## src/rtl/bts_pkg.sv

```systemverilog
// package: register map, code ladder and i2c constants for the buck target selector
package bts_pkg;

    localparam logic [6:0]  I2C_DEV_ADDR  = 7'h3C;

    localparam logic [7:0]  OFS_ONE_TGT   = 8'h17;
    localparam logic [7:0]  OFS_ZERO_DVS  = 8'h1B;
    localparam logic [7:0]  OFS_ONE_DVS   = 8'h1C;

    localparam logic [7:0]  RST_ZERO_DVS  = 8'h20;
    localparam logic [7:0]  RST_ONE_DVS   = 8'h10;
    localparam int          OTP_WIDTH     = 5;

    localparam logic [7:0]  ZERO_CODE_MAX = 8'h40;
    localparam logic [7:0]  ONE_CODE_MAX  = 8'h4C;
    localparam logic [7:0]  CODE_FIRST    = 8'h02;
    localparam logic [7:0]  READ_UNMAPPED = 8'h00;

    localparam int          UV_WIDTH      = 22;
    // 625000 uV at the first valid code, 12500 uV per code
    localparam logic [21:0] UV_AT_FIRST   = 22'h9_8968;
    localparam logic [21:0] UV_STEP       = 22'h30D4;

    typedef enum logic [2:0] {
        ST_IDLE = 3'b000,
        ST_ADDR = 3'b001,
        ST_SUB  = 3'b010,
        ST_WR   = 3'b011,
        ST_RD   = 3'b100
    } bts_i2c_state_type;

    function automatic logic [21:0] bts_code_to_uv(input logic [7:0] code);
        logic [7:0]  steps;
        logic [21:0] wide;
        steps = code - CODE_FIRST;
        wide  = {14'h0, steps};
        return UV_AT_FIRST + 22'(wide * UV_STEP);
    endfunction : bts_code_to_uv

endpackage : bts_pkg

```

## src/rtl/bts_sel_if.sv

```systemverilog
// interface: codes and controls passed between the register bank and one selector
interface bts_sel_if;
    logic [7:0]                 main_code;
    logic [7:0]                 alt_code;
    logic                       alt_enable;
    logic                       polarity;
    logic                       pin_raw;
    logic [7:0]                 target_code;
    logic                       scaling_active;
    logic                       code_reserved;
    logic [bts_pkg::UV_WIDTH-1:0] target_uv;

    modport owner (
        output main_code, alt_code, alt_enable, polarity, pin_raw,
        input  target_code, scaling_active, code_reserved, target_uv
    );
    modport sel (
        input  main_code, alt_code, alt_enable, polarity, pin_raw,
        output target_code, scaling_active, code_reserved, target_uv
    );
endinterface : bts_sel_if

```

## src/rtl/bts_dvs_select.sv

```systemverilog
// module: pin-driven choice between main and scaling code for one regulator
module bts_dvs_select (
    input  wire logic ref_clk,
    input  wire logic reset,
    bts_sel_if.sel    sel
);

    logic [2:0]                   pin_sync_r;
    logic                         pin_level_r;
    logic                         active_nxt;
    logic [7:0]                   code_nxt;
    logic [7:0]                   target_code_r;
    logic                         scaling_active_r;
    logic                         code_reserved_r;
    logic [bts_pkg::UV_WIDTH-1:0] target_uv_r;

    // pin is asynchronous; a level counts once stages two and three agree
    always_ff @(posedge ref_clk) begin
        if (reset) begin
            pin_sync_r <= 3'h0;
        end else begin
            pin_sync_r <= {pin_sync_r[1:0], sel.pin_raw};
        end
    end

    always_ff @(posedge ref_clk) begin
        if (reset) begin
            pin_level_r <= 1'b0;
        end else if (pin_sync_r[1] == pin_sync_r[2]) begin
            pin_level_r <= pin_sync_r[2];
        end
    end

    // polarity 0: high is active, polarity 1: low is active
    assign active_nxt = sel.alt_enable && (pin_level_r ^ sel.polarity);
    assign code_nxt   = active_nxt ? sel.alt_code : sel.main_code;

    always_ff @(posedge ref_clk) begin
        if (reset) begin
            target_code_r    <= 8'h00;
            scaling_active_r <= 1'b0;
            code_reserved_r  <= 1'b1;
            target_uv_r      <= 22'h0;
        end else begin
            target_code_r    <= code_nxt;
            scaling_active_r <= active_nxt;
            code_reserved_r  <= code_nxt < bts_pkg::CODE_FIRST;
            target_uv_r      <= (code_nxt < bts_pkg::CODE_FIRST) ? 22'h0
                                : bts_pkg::bts_code_to_uv(code_nxt);
        end
    end

    assign sel.target_code    = target_code_r;
    assign sel.scaling_active = scaling_active_r;
    assign sel.code_reserved  = code_reserved_r;
    assign sel.target_uv      = target_uv_r;
endmodule : bts_dvs_select

```

## src/rtl/bts_target_select.sv

```systemverilog
// top: i2c register bank and scaling target selection for two step-down regulators
// Functional notes
// - register 0x17 holds the second regulator's eight-bit target code, read/write.
// - register 0x1B holds the first regulator's scaling code, reset 0x20.
// - register 0x1C holds the second regulator's scaling code, reset 0x10.
// - the fifth pin steers the first regulator only while its alternate enable is 1.
// - the fifth pin's polarity bit picks whether high or low counts as active.
// - an active fifth pin drives the first regulator from its scaling code.
// - an inactive fifth pin drives the first regulator from its main code.
// - the sixth pin steers the second regulator only while its alternate enable is 1.
// - the sixth pin's polarity bit picks whether high or low counts as active.
// - an active sixth pin drives the second regulator from its scaling code.
// - an inactive sixth pin drives the second regulator from its own code at 0x17.
// - codes step 12.5 mV from 0.6250 V at 0x02, codes 0x00 and 0x01 are reserved.
// - writes of 0x41 to 0xFF to the first regulator's code register are ignored.
// - writes of 0x4D to 0xFF to the second regulator's code registers are ignored.
module bts_target_select #(
    parameter logic [6:0] DEV_ADDR = bts_pkg::I2C_DEV_ADDR
) (
    input  wire logic        ref_clk,
    input  wire logic        reset,
    input  wire logic        global_shutdown,
    input  wire logic        scl_in,
    input  wire logic        sda_in,
    output logic             sda_out,
    output logic             sda_oe,
    input  wire logic [4:0]  otp_buck_one_bits,
    input  wire logic [7:0]  buck_zero_target_code,
    input  wire logic        pin_five_alternate_enable,
    input  wire logic        pin_five_polarity_select,
    input  wire logic        pin_six_alternate_enable,
    input  wire logic        pin_six_polarity_select,
    input  wire logic        general_pin_five,
    input  wire logic        general_pin_six,
    output logic [7:0]       buck_zero_active_code,
    output logic [7:0]       buck_one_active_code,
    output logic             buck_zero_scaling_active,
    output logic             buck_one_scaling_active,
    output logic             buck_zero_code_reserved,
    output logic             buck_one_code_reserved,
    output logic [21:0]      buck_zero_target_uv,
    output logic [21:0]      buck_one_target_uv
);

    bts_pkg::bts_i2c_state_type state_r;

    logic [1:0] bus_raw;
    logic [1:0] bus_lvl;
    logic       scl_d_r;
    logic       sda_d_r;
    logic       scl_rise;
    logic       scl_fall;
    logic       start_det;
    logic       stop_det;
    logic [7:0] byte_in;
    logic [7:0] rd_byte;
    logic [2:0] bit_cnt_r;
    logic [7:0] shift_r;
    logic [7:0] ptr_r;
    logic       rw_r;
    logic       ack_go_r;
    logic       ack_phase_r;
    logic       sda_oe_r;
    logic       sda_out_r;
    logic       wr_en_r;
    logic [7:0] wr_addr_r;
    logic [7:0] wr_data_r;
    logic [7:0] buck_one_target_code_r;
    logic [7:0] buck_zero_scaling_code_r;
    logic [7:0] buck_one_scaling_code_r;

    // both bus lines are asynchronous: three stages, change counts when two and three agree
    assign bus_raw = {sda_in, scl_in};

    for (genvar g = 0; g < 2; g++) begin : g_bus_sync
        logic [2:0] sync_r;
        logic       lvl_r;

        always_ff @(posedge ref_clk) begin
            if (reset) begin
                sync_r <= 3'h7;
            end else begin
                sync_r <= {sync_r[1:0], bus_raw[g]};
            end
        end

        always_ff @(posedge ref_clk) begin
            if (reset) begin
                lvl_r <= 1'b1;
            end else if (sync_r[1] == sync_r[2]) begin
                lvl_r <= sync_r[2];
            end
        end

        assign bus_lvl[g] = lvl_r;
    end

    always_ff @(posedge ref_clk) begin
        if (reset) begin
            scl_d_r <= 1'b1;
            sda_d_r <= 1'b1;
        end else begin
            scl_d_r <= bus_lvl[0];
            sda_d_r <= bus_lvl[1];
        end
    end

    assign scl_rise  = bus_lvl[0] && !scl_d_r;
    assign scl_fall  = !bus_lvl[0] && scl_d_r;
    assign start_det = bus_lvl[0] && scl_d_r && sda_d_r && !bus_lvl[1];
    assign stop_det  = bus_lvl[0] && scl_d_r && !sda_d_r && bus_lvl[1];
    assign byte_in   = {shift_r[6:0], bus_lvl[1]};

    // unmapped offsets read as zero rather than stalling the host
    always_comb begin
        case (ptr_r)
            bts_pkg::OFS_ONE_TGT:  rd_byte = buck_one_target_code_r;
            bts_pkg::OFS_ZERO_DVS: rd_byte = buck_zero_scaling_code_r;
            bts_pkg::OFS_ONE_DVS:  rd_byte = buck_one_scaling_code_r;
            default:               rd_byte = bts_pkg::READ_UNMAPPED;
        endcase
    end

    // serial engine: address, sub-address pointer, then data bytes with auto-increment
    always_ff @(posedge ref_clk) begin
        if (reset) begin
            state_r     <= bts_pkg::ST_IDLE;
            bit_cnt_r   <= 3'h0;
            shift_r     <= 8'h00;
            ptr_r       <= 8'h00;
            rw_r        <= 1'b0;
            ack_go_r    <= 1'b0;
            ack_phase_r <= 1'b0;
            sda_oe_r    <= 1'b0;
            wr_en_r     <= 1'b0;
            wr_addr_r   <= 8'h00;
            wr_data_r   <= 8'h00;
        end else begin
            wr_en_r <= 1'b0;
            if (start_det) begin
                state_r     <= bts_pkg::ST_ADDR;
                bit_cnt_r   <= 3'h0;
                ack_go_r    <= 1'b0;
                ack_phase_r <= 1'b0;
                sda_oe_r    <= 1'b0;
            end else if (stop_det) begin
                state_r     <= bts_pkg::ST_IDLE;
                ack_go_r    <= 1'b0;
                ack_phase_r <= 1'b0;
                sda_oe_r    <= 1'b0;
            end else if (scl_rise && !ack_phase_r) begin
                case (state_r)
                    bts_pkg::ST_ADDR, bts_pkg::ST_SUB, bts_pkg::ST_WR: begin
                        shift_r   <= byte_in;
                        bit_cnt_r <= bit_cnt_r + 3'h1;
                        if (bit_cnt_r == 3'h7) begin
                            if (state_r == bts_pkg::ST_ADDR) begin
                                if (byte_in[7:1] == DEV_ADDR) begin
                                    ack_go_r <= 1'b1;
                                    rw_r     <= byte_in[0];
                                end else begin
                                    state_r <= bts_pkg::ST_IDLE;
                                end
                            end else if (state_r == bts_pkg::ST_SUB) begin
                                ack_go_r <= 1'b1;
                                ptr_r    <= byte_in;
                            end else begin
                                ack_go_r  <= 1'b1;
                                wr_en_r   <= 1'b1;
                                wr_addr_r <= ptr_r;
                                wr_data_r <= byte_in;
                                ptr_r     <= ptr_r + 8'h01;
                            end
                        end
                    end
                    bts_pkg::ST_RD: begin
                        bit_cnt_r <= bit_cnt_r + 3'h1;
                        if (bit_cnt_r == 3'h7) begin
                            ack_go_r <= 1'b1;
                        end
                    end
                    default: begin
                        bit_cnt_r <= 3'h0;
                    end
                endcase
            end else if (scl_rise) begin
                // host acknowledge of a read byte: high ends the read
                if (state_r == bts_pkg::ST_RD && bus_lvl[1]) begin
                    state_r     <= bts_pkg::ST_IDLE;
                    ack_phase_r <= 1'b0;
                end
            end else if (scl_fall) begin
                if (ack_go_r) begin
                    ack_go_r    <= 1'b0;
                    ack_phase_r <= 1'b1;
                    sda_oe_r    <= (state_r != bts_pkg::ST_RD);
                end else if (ack_phase_r) begin
                    ack_phase_r <= 1'b0;
                    bit_cnt_r   <= 3'h0;
                    if (state_r == bts_pkg::ST_RD || (state_r == bts_pkg::ST_ADDR && rw_r)) begin
                        state_r  <= bts_pkg::ST_RD;
                        shift_r  <= rd_byte;
                        sda_oe_r <= !rd_byte[7];
                        ptr_r    <= ptr_r + 8'h01;
                    end else begin
                        sda_oe_r <= 1'b0;
                        state_r  <= (state_r == bts_pkg::ST_ADDR) ? bts_pkg::ST_SUB
                                                                 : bts_pkg::ST_WR;
                    end
                end else if (state_r == bts_pkg::ST_RD) begin
                    shift_r  <= {shift_r[6:0], 1'b0};
                    sda_oe_r <= !shift_r[6];
                end
            end
        end
    end

    // open drain: the line is only ever pulled low
    always_ff @(posedge ref_clk) begin
        if (reset) begin
            sda_out_r <= 1'b0;
        end else begin
            sda_out_r <= 1'b0;
        end
    end

    assign sda_out = sda_out_r;
    assign sda_oe  = sda_oe_r;

    // fuse bits are caught at every reset so a shutdown reloads them too
    always_ff @(posedge ref_clk) begin
        if (reset || global_shutdown) begin
            buck_one_target_code_r <= {1'b0, otp_buck_one_bits, 2'b00};
        end else if (wr_en_r && wr_addr_r == bts_pkg::OFS_ONE_TGT
                     && wr_data_r <= bts_pkg::ONE_CODE_MAX) begin
            buck_one_target_code_r <= wr_data_r;
        end
    end

    always_ff @(posedge ref_clk) begin
        if (reset || global_shutdown) begin
            buck_zero_scaling_code_r <= bts_pkg::RST_ZERO_DVS;
        end else if (wr_en_r && wr_addr_r == bts_pkg::OFS_ZERO_DVS
                     && wr_data_r <= bts_pkg::ZERO_CODE_MAX) begin
            buck_zero_scaling_code_r <= wr_data_r;
        end
    end

    always_ff @(posedge ref_clk) begin
        if (reset || global_shutdown) begin
            buck_one_scaling_code_r <= bts_pkg::RST_ONE_DVS;
        end else if (wr_en_r && wr_addr_r == bts_pkg::OFS_ONE_DVS
                     && wr_data_r <= bts_pkg::ONE_CODE_MAX) begin
            buck_one_scaling_code_r <= wr_data_r;
        end
    end

    bts_sel_if zero_if ();
    bts_sel_if one_if ();

    assign zero_if.main_code  = buck_zero_target_code;
    assign zero_if.alt_code   = buck_zero_scaling_code_r;
    assign zero_if.alt_enable = pin_five_alternate_enable;
    assign zero_if.polarity   = pin_five_polarity_select;
    assign zero_if.pin_raw    = general_pin_five;

    // the second regulator falls back to its own main code, not the first one's
    assign one_if.main_code   = buck_one_target_code_r;
    assign one_if.alt_code    = buck_one_scaling_code_r;
    assign one_if.alt_enable  = pin_six_alternate_enable;
    assign one_if.polarity    = pin_six_polarity_select;
    assign one_if.pin_raw     = general_pin_six;

    bts_dvs_select u_zero_sel (
        .ref_clk (ref_clk),
        .reset   (reset),
        .sel     (zero_if.sel)
    );

    bts_dvs_select u_one_sel (
        .ref_clk (ref_clk),
        .reset   (reset),
        .sel     (one_if.sel)
    );

    assign buck_zero_active_code    = zero_if.target_code;
    assign buck_one_active_code     = one_if.target_code;
    assign buck_zero_scaling_active = zero_if.scaling_active;
    assign buck_one_scaling_active  = one_if.scaling_active;
    assign buck_zero_code_reserved  = zero_if.code_reserved;
    assign buck_one_code_reserved   = one_if.code_reserved;
    assign buck_zero_target_uv      = zero_if.target_uv;
    assign buck_one_target_uv       = one_if.target_uv;
endmodule : bts_target_select

```

## config.mk

```make
export PLATFORM = sky130hd
export DESIGN_NAME = bts_target_select
export DESIGN_NICKNAME = d
export VERILOG_FILES = /design/src/rtl/bts_pkg.sv /design/src/rtl/bts_sel_if.sv /design/src/rtl/bts_dvs_select.sv /design/src/rtl/bts_target_select.sv
export SDC_FILE = /design/constraint.sdc
export NUM_CORES = 1
export LEC_CHECK = 0
export ABC_AREA = 1
export BUFFER_PORTS_ARGS = -buffer_cell sky130_fd_sc_hd__buf_2
export CORE_MARGIN = 3
export CORE_UTILIZATION = 60
export DETAILED_ROUTE_END_ITERATION = 10
export PLACE_DENSITY = 0.84
export SYNTH_ARGS = -nofsm -noshare
export SYNTH_HDL_FRONTEND = slang
export SYNTH_HIERARCHICAL = 1
export SYNTH_SLANG_ARGS = --single-unit
```

## constraint.sdc

```tcl
create_clock -name ref_clk -period 7.3 [get_ports ref_clk]
set_clock_uncertainty 0.15 [all_clocks]
set_input_delay 1.095 -clock ref_clk [delete_from_list [all_inputs] [get_ports ref_clk]]
set_output_delay 1.095 -clock ref_clk [all_outputs]
set_load 0.01 [all_outputs]
```

==> run summary, run 1 <==
====================================================================================
RSZ-0062 raised after global routing ..................................        false
Max Slew Vio Count ....................................................            0
Total number of placement rows ........................................           48
Min-Delay Endpoint .................................................... g_bus_sync[1].sync_r[1]
Drt initial violations ................................................          680
Share of synthesized area occupied by flip-flops and latches ..........        0.273
Static Leak ...........................................................      6.38 nW
Via count of the first global-routing pass ............................         9452
Antenna violations before repair ......................................            0
Power Dens Cells ......................................................   417 nW/µm²
FF-to-FF Start ........................................................ u_zero_sel/pin_level_r
Overall global routing resource usage .................................        0.262
Status ................................................................ finished clean
Clock Tree Root ....................................................... sky130_fd_sc_hd__clkbuf_16
Remaining DRCs ........................................................            0
Overall die width .....................................................       140 µm
Starting utilization of the core area .................................        0.618
WL final ..............................................................      25.4 mm
Number of buffers inserted during clock tree synthesis ................           17
Number of instances on the worst hold path ............................            1
Worst reg-to-reg path cell count ......................................           26
Post-synthesis to final-layout area growth ............................        10.7%
Class of the most critical hold timing path ........................... flip-flop to flip-flop
Deepest level of the CTS H-tree .......................................            4
Critical path startpoint category .....................................    input pin
Initial DRT Pass Iterations ...........................................            5
Number of nets with antenna violations after routing ..................            0
# clock sinks .........................................................          144
I/O pin cnt ...........................................................           90
Die boundary height ...................................................       140 µm
GRT overflow ..........................................................            0
Final Net Count .......................................................         1803
Clock-pin slew on the worst setup and hold paths ......................      0.06 ns
Setup_tns .............................................................         0 ns
Post-CTS repair timing setup buffer count .............................            0
Slew @ Worst Pin ......................................................     0.958 ns
Warnings, synthesis ...................................................            6
Hold Buf Count CTS ....................................................            0
Placeable Area ........................................................    17400 µm²
Share of layout cells above drive strength 1 ..........................        0.135
Leading register cell type out of synthesis ........................... sky130_fd_sc_hd__dfxtp_1
Post-CTS resize count .................................................            0
Most common cell in the synthesized netlist ........................... sky130_fd_sc_hd__nand2_1
Avg Synthesized Cell Area .............................................     6.86 µm²
Post-synth cell types .................................................           50
Power consumption .....................................................    0.00496 W
Antenna Diode Count ...................................................            0
Gate Count Post-Synth .................................................         1567
Largest cells by area after synthesis ................................. sky130_fd_sc_hd__dfxtp_1, sky130_fd_sc_hd__nand2_1, sky130_fd_sc_hd__ha_1, sky130_fd_sc_hd__inv_1, sky130_fd_sc_hd__nor2_1
Max Cap Viol ..........................................................            0
Register bit total from synthesis .....................................          144
Fin. Hold Viols .......................................................            0
Final cycle utilization of the critical path ..........................        0.820
Critical path endpoint category .......................................    flip-flop
Overall die area ......................................................    19600 µm²
Total number of vias ..................................................        10056
Pin count of the biggest net entering global routing ..................           42
Worst slew margin .....................................................        0.357
Proportion of synthesized flip-flops having asynchronous set or reset .            0
Wire length of the first global-routing pass ..........................      42.9 mm
Clock Path Buffers ....................................................            2
Top-area cell type share of the netlist area ..........................        0.259
DR WL/cell ............................................................      13.5 µm
Post-synth design cell area ...........................................    10800 µm²
PortBufs ..............................................................           84
Worst hold start ...................................................... g_bus_sync[1].sync_r[0]
Final setup violation count ...........................................            0
Clock latency on the worst-skew pair ..................................      0.43 ns
Number of flops mapped to enable cells by yosys .......................            5
Highest fanout seen on the critical path ..............................           17
Average vias per placed instance ......................................         5.33
CTS tree ..............................................................          yes
Maximum clock rate ....................................................      167 MHz
Cell type with the highest aggregate area in the netlist .............. sky130_fd_sc_hd__dfxtp_1
Final critical-path required period ...................................      5.99 ns
Final RePlAce weighted congestion .....................................        0.960
Crit path arrival time ................................................      6.15 ns
Final HPWL DP .........................................................      19.7 mm
Reg2Reg Capture Point ................................................. u_zero_sel/sel.target_uv[20]
Max IR drop VDD .......................................................   0.000411 V
Top cell types by occurrence after synthesis .......................... sky130_fd_sc_hd__nand2_1, sky130_fd_sc_hd__inv_1, sky130_fd_sc_hd__nor2_1
Type of the setup path with the least slack ........................... input pin to flip-flop
Reg2reg setup slack ...................................................      1.68 ns
Req. time, crit path ..................................................      7.46 ns
====================================================================================
[layout by cell type (no fill, tap or decap), types with 5 or more instances in the layout]
cell type                   synthesis  final
sky130_fd_sc_hd__a21oi_1           70     70
sky130_fd_sc_hd__a21oi_2           12     12
sky130_fd_sc_hd__buf_2              5     84
sky130_fd_sc_hd__clkbuf_16          0     18
sky130_fd_sc_hd__conb_1             3      5
sky130_fd_sc_hd__dfxtp_1          139    139
sky130_fd_sc_hd__edfxtp_1           5      5
sky130_fd_sc_hd__fa_1              21     21
sky130_fd_sc_hd__ha_1             110    110
sky130_fd_sc_hd__inv_1            234    234
sky130_fd_sc_hd__inv_2             14     14
sky130_fd_sc_hd__inv_6              0      5
sky130_fd_sc_hd__nand2_1          400    400
sky130_fd_sc_hd__nand2_2           17     17
sky130_fd_sc_hd__nand3_1          119    119
sky130_fd_sc_hd__nand3b_1           9      9
sky130_fd_sc_hd__nand4_1           27     27
sky130_fd_sc_hd__nor2_1           183    183
sky130_fd_sc_hd__nor2_2             6      6
sky130_fd_sc_hd__nor2_4            10     10
sky130_fd_sc_hd__nor3_1            10     10
sky130_fd_sc_hd__o21ai_0           62     62
sky130_fd_sc_hd__o21ai_2           10     10
sky130_fd_sc_hd__or2_2             13     13
sky130_fd_sc_hd__xnor2_1            9      9
sky130_fd_sc_hd__xor2_1             7      7
[critical path, cell delays in order]
cell,delay [ns]
sky130_fd_sc_hd__buf_2,0.10
sky130_fd_sc_hd__nand2_1,0.10
sky130_fd_sc_hd__nand3_4,0.21
sky130_fd_sc_hd__o21ai_2,0.44
sky130_fd_sc_hd__inv_2,0.20
sky130_fd_sc_hd__nor2_4,0.18
sky130_fd_sc_hd__xnor2_1,0.25
sky130_fd_sc_hd__ha_1,0.33
sky130_fd_sc_hd__ha_1,0.29
sky130_fd_sc_hd__inv_1,0.05
sky130_fd_sc_hd__fa_1,0.50
sky130_fd_sc_hd__inv_1,0.06
sky130_fd_sc_hd__fa_1,0.49
sky130_fd_sc_hd__ha_1,0.39
sky130_fd_sc_hd__nand2_1,0.15
sky130_fd_sc_hd__nand3_1,0.16
sky130_fd_sc_hd__nand2_1,0.11
sky130_fd_sc_hd__nand2_1,0.06
sky130_fd_sc_hd__nand2_1,0.07
sky130_fd_sc_hd__nand2_1,0.11
sky130_fd_sc_hd__nor2_1,0.18
sky130_fd_sc_hd__nand3_1,0.12
sky130_fd_sc_hd__nor2_1,0.20
sky130_fd_sc_hd__nand2_1,0.10
sky130_fd_sc_hd__a21oi_1,0.14
sky130_fd_sc_hd__nor2_1,0.06
[registers in the layout (all words and copies together), names as in the netlist, 8 cells and up]
name and cells:
u_zero_sel/sel.target_code 8, buck_one_target_code_r 8, wr_data_r 8, u_one_sel/sel.target_code 8
ptr_r 8, buck_zero_scaling_code_r 8, u_one_sel/sel.target_uv 20, wr_addr_r 8
buck_one_scaling_code_r 8, u_zero_sel/sel.target_uv 20
[metrics by stage]
stage          hold slack, ns  worst slack, ns   util  cells  area (µm²)
2_1_floorplan           0.238             1.73      -   1569       10800
3_3_place_gp            0.240             1.08  0.649   1854       11300
3_5_place_dp            0.243            0.910  0.649   1854       11300
4_1_cts                 0.258             1.35  0.684   1886       11900
5_1_grt                 0.269            0.918  0.684   1886       11900
6_report                0.257             1.31  0.684   1886       11900
[area by class of cell]
cell class	instances	area (µm²)
Multi-Input combinational cell	1147	6700
Clock inverter	11	114
Tap cell	225	282
Timing Repair Buffer	87	443
Sequential cell	144	2930
Fill cell	1488	5510
Clock buffer	21	492
Inverter	251	942
[metal layers]
| metal | GRT usage | vias to the layer above | wire, µm |
|---|---|---|---|
| met5 | 0 | - | 0 |
| met4 | 0.0918 | 0 | 570 |
| met3 | 0.0450 | 50 | 1250 |
| met2 | 0.458 | 270 | 12600 |
| met1 | 0.325 | 4577 | 11000 |
| li1 | - | 5159 | - |
[worst max-delay path by stage]
stage                     slack, ns                     start                           end  cells after the start
after global placement         1.08   pin_six_polarity_select   u_one_sel/sel.target_uv[21]                     25
after global routing           0.92  pin_five_polarity_select  u_zero_sel/sel.target_uv[20]                     28
after floorplan                1.73  pin_five_polarity_select  u_zero_sel/sel.target_uv[21]                     29
after CTS                      1.35  pin_five_polarity_select  u_zero_sel/sel.target_uv[20]                     26
final                          1.31  pin_five_polarity_select  u_zero_sel/sel.target_uv[20]                     26
after detailed placement       0.91  pin_five_polarity_select  u_zero_sel/sel.target_uv[20]                     26
[where the power goes]
group,switching [W],leakage [nW],internal [W],total [W]
Combinational,0.00206,4.89,0.00111,0.00317
Sequential,0.0000218,1.19,0.000892,0.000914
Clock,0.000358,0.301,0.000524,0.000882
Total,0.00244,6.38,0.00253,0.00496
[cells by family (layout without fill, tap and decap cells)]
kind of cell	after synthesis	after routing	synth area share
flip-flops	144	144	0.273
AO/OA/AOI/OAI	176	176	0.0957
XOR/XNOR	19	19	0.0186
adder cells (fa/ha/maj)	131	131	0.167
AND/OR/NAND/NOR	816	816	0.340
buffers and inverters	278	370	0.105
other	3	5	0.00105
Note: power is estimated with default switching activity, not from simulation.
==> inputs of run 2 (changes only) <==
Settings changed: CORE_UTILIZATION 60 to 55, PLACE_DENSITY 0.84 to 0.81.
Clock period 7.3 ns to 4.9 ns, I/O delays scaled along.
==> run summary, run 2 (synthesis gave the netlist of run 1 again) <==
============================================================================
FF-to-FF Start ................................................ u_one_sel/pin_level_r
Maximum clock rate ............................................      198 MHz
Power consumption .............................................     0.0112 W
Clock latency on the worst-skew pair ..........................      0.42 ns
Reg2Reg Capture Point ......................................... u_one_sel/sel.target_uv[21]
Drt initial violations ........................................         1069
Crit path arrival time ........................................      5.26 ns
Total number of placement rows ................................           50
Most common library cell in the layout ignoring fill and taps . sky130_fd_sc_hd__nand2_1
Area after DPL ................................................    12900 µm²
GRT overflow ..................................................            0
Final cell utilization of the core ............................        0.771
Static Leak ...................................................      7.38 nW
Critical path startpoint category .............................    input pin
Final critical-path required period ...........................      5.05 ns
Cell area after layout ........................................    14600 µm²
Number of buffers inserted during clock tree synthesis ........           17
Total number of vias ..........................................        11637
WL final ......................................................      34.1 mm
Req. time, crit path ..........................................      5.11 ns
Slew @ Worst Pin ..............................................     0.952 ns
Post-synthesis to final-layout area growth ....................        35.8%
I/O pin cnt ...................................................           90
Power Dens Cells ..............................................   769 nW/µm²
Clock-pin slew on the worst setup and hold paths ..............      0.06 ns
Layout fillers ................................................         1199
Remaining DRCs ................................................            0
Overall die area ..............................................    21300 µm²
Placeable Area ................................................    19000 µm²
Hold Buf Count CTS ............................................            0
Cell type of the slowest stage on the worst timing path ....... sky130_fd_sc_hd__fa_1
Highest cell delay on the worst timing path ...................      0.54 ns
Average vias per placed instance ..............................         5.54
Final Net Count ...............................................         1983
Antenna violations before repair ..............................            1
Worst setup startpoint ........................................ pin_six_polarity_select
Number of nets with antenna violations after routing ..........            0
Starting utilization of the core area .........................        0.567
Max Cap Viol ..................................................            0
Worst slew margin .............................................        0.362
Worst reg-to-reg path cell count ..............................           28
Final setup violation count ...................................           16
Instance count after placement with tap cells included ........         2043
Critical path endpoint category ...............................    flip-flop
RSZ-0062 raised after global routing ..........................         true
Overall die width .............................................       146 µm
Type of the setup path with the least slack ................... input pin to flip-flop
Overall global routing resource usage .........................        0.263
Max Slew Vio Count ............................................            0
Final cycle utilization of the critical path ..................         1.03
Pin count of the biggest net entering global routing ..........           37
Class of the most critical hold timing path ................... flip-flop to flip-flop
Clock Path Buffers ............................................            2
Fin worst setup slack .........................................    -0.147 ns
Initial DRT Pass Iterations ...................................            6
Fin. Hold Viols ...............................................            0
Share of layout cells above drive strength 1 ..................        0.342
Violated checks ............................................... negative setup slack
Wire length of the first global-routing pass ..................      46.9 mm
Most used cells in the layout excluding fill and tap cells .... sky130_fd_sc_hd__nand2_1, sky130_fd_sc_hd__inv_1, sky130_fd_sc_hd__buf_4
Non-Filler Instances ..........................................         2101
Status ........................................................ finished, violations left
# clock sinks .................................................          144
End point of the critical path ................................ u_one_sel/sel.target_uv[21]
Reg2reg setup slack ...........................................     -0.13 ns
Final HPWL DP .................................................      21.6 mm
Clock Tree Root ............................................... sky130_fd_sc_hd__clkbuf_16
PortBufs ......................................................           84
Final RePlAce weighted congestion .............................        0.892
Highest fanout seen on the critical path ......................            8
Deepest level of the CTS H-tree ...............................            4
Worst hold margin .............................................     0.259 ns
DR WL/cell ....................................................      16.2 µm
Max IR drop VDD ...............................................   0.000629 V
Die boundary height ...........................................       146 µm
CTS tree ......................................................          yes
Via count of the first global-routing pass ....................        10353
============================================================================
## run 2: cell types whose count changed in the layout (fill, tap and decap cells not counted), moves of 21 or more
cell                      change
sky130_fd_sc_hd__buf_4      +167
sky130_fd_sc_hd__nand2_1     -85
sky130_fd_sc_hd__nand2_2     +63
sky130_fd_sc_hd__ha_1        -35
sky130_fd_sc_hd__ha_4        +35
sky130_fd_sc_hd__inv_1       -31
sky130_fd_sc_hd__inv_2       +27
sky130_fd_sc_hd__nor2_1      -26
sky130_fd_sc_hd__nand3_1     -23
sky130_fd_sc_hd__nand2_4     +21
## run 2: critical path: cells and delay by family
kind,cells,cell delay [ns]
AO/OA/AOI/OAI,1,0.25
buffers and inverters,5,0.28
XOR/XNOR,1,0.16
adder cells (fa/ha/maj),5,1.93
AND/OR/NAND/NOR,17,1.87
## run 2: how the worst min path moves through the flow
| stage | endpoint | slack [ns] | start | cells after the start |
|---|---|---|---|---|
| floorplan | u_one_sel/pin_sync_r[1] | 0.24 | u_one_sel/pin_sync_r[0] | 2 |
| global placement | g_bus_sync[0].sync_r[1] | 0.24 | g_bus_sync[0].sync_r[0] | 1 |
| detailed placement | g_bus_sync[0].sync_r[1] | 0.24 | g_bus_sync[0].sync_r[0] | 1 |
| CTS | g_bus_sync[0].sync_r[1] | 0.26 | g_bus_sync[0].sync_r[0] | 1 |
| global route | g_bus_sync[1].sync_r[1] | 0.28 | g_bus_sync[1].sync_r[0] | 1 |
| finish | g_bus_sync[0].sync_r[1] | 0.26 | g_bus_sync[0].sync_r[0] | 1 |
## run 2: where the power goes
group / internal [W] / switching (W)
clock network: 0.000677 / 0.000527
logic: 0.00387 / 0.00480
registers: 0.00133 / 0.0000309
total: 0.00587 / 0.00536
## run 2: layout make-up
cell class,instances,area (µm²),area share
flip-flops and latches,144,2940,0.201
multi-input cells,1148,7990,0.547
clock inverters,11,81.3,0.00557
diodes,1,2.50,0.000171
well taps,260,325,0.0223
clock buffers,20,458,0.0313
repair buffers,266,1860,0.127
inverters,251,957,0.0655
## run 2: metrics by stage
step | TNS, ns | setup WS, ns
5_1_grt | -4.54 | -0.372
6_report | -0.924 | -0.147
3_3_place_gp | -7.39 | -0.470
4_1_cts | 0 | 0.00666
2_1_floorplan | -0.0518 | -0.0289
3_5_place_dp | -10.01 | -0.613
## run 2: timing repair
| action | CTS | global route |
|---|---|---|
| setup endpoints to repair | 18 | 22 |
| cloned | 1 | 0 |
| pin swaps | 19 | 118 |
| setup buffers | 8 | 18 |
| resized for setup | 23 | 214 |
## run 2: metal layers
layer	global-route usage	share of wire	vias up
li1	-	-	5508
met1	0.308	0.38	5331
met2	0.477	0.50	608
met3	0.0402	0.061	190
met4	0.113	0.061	0
met5	0	0	-
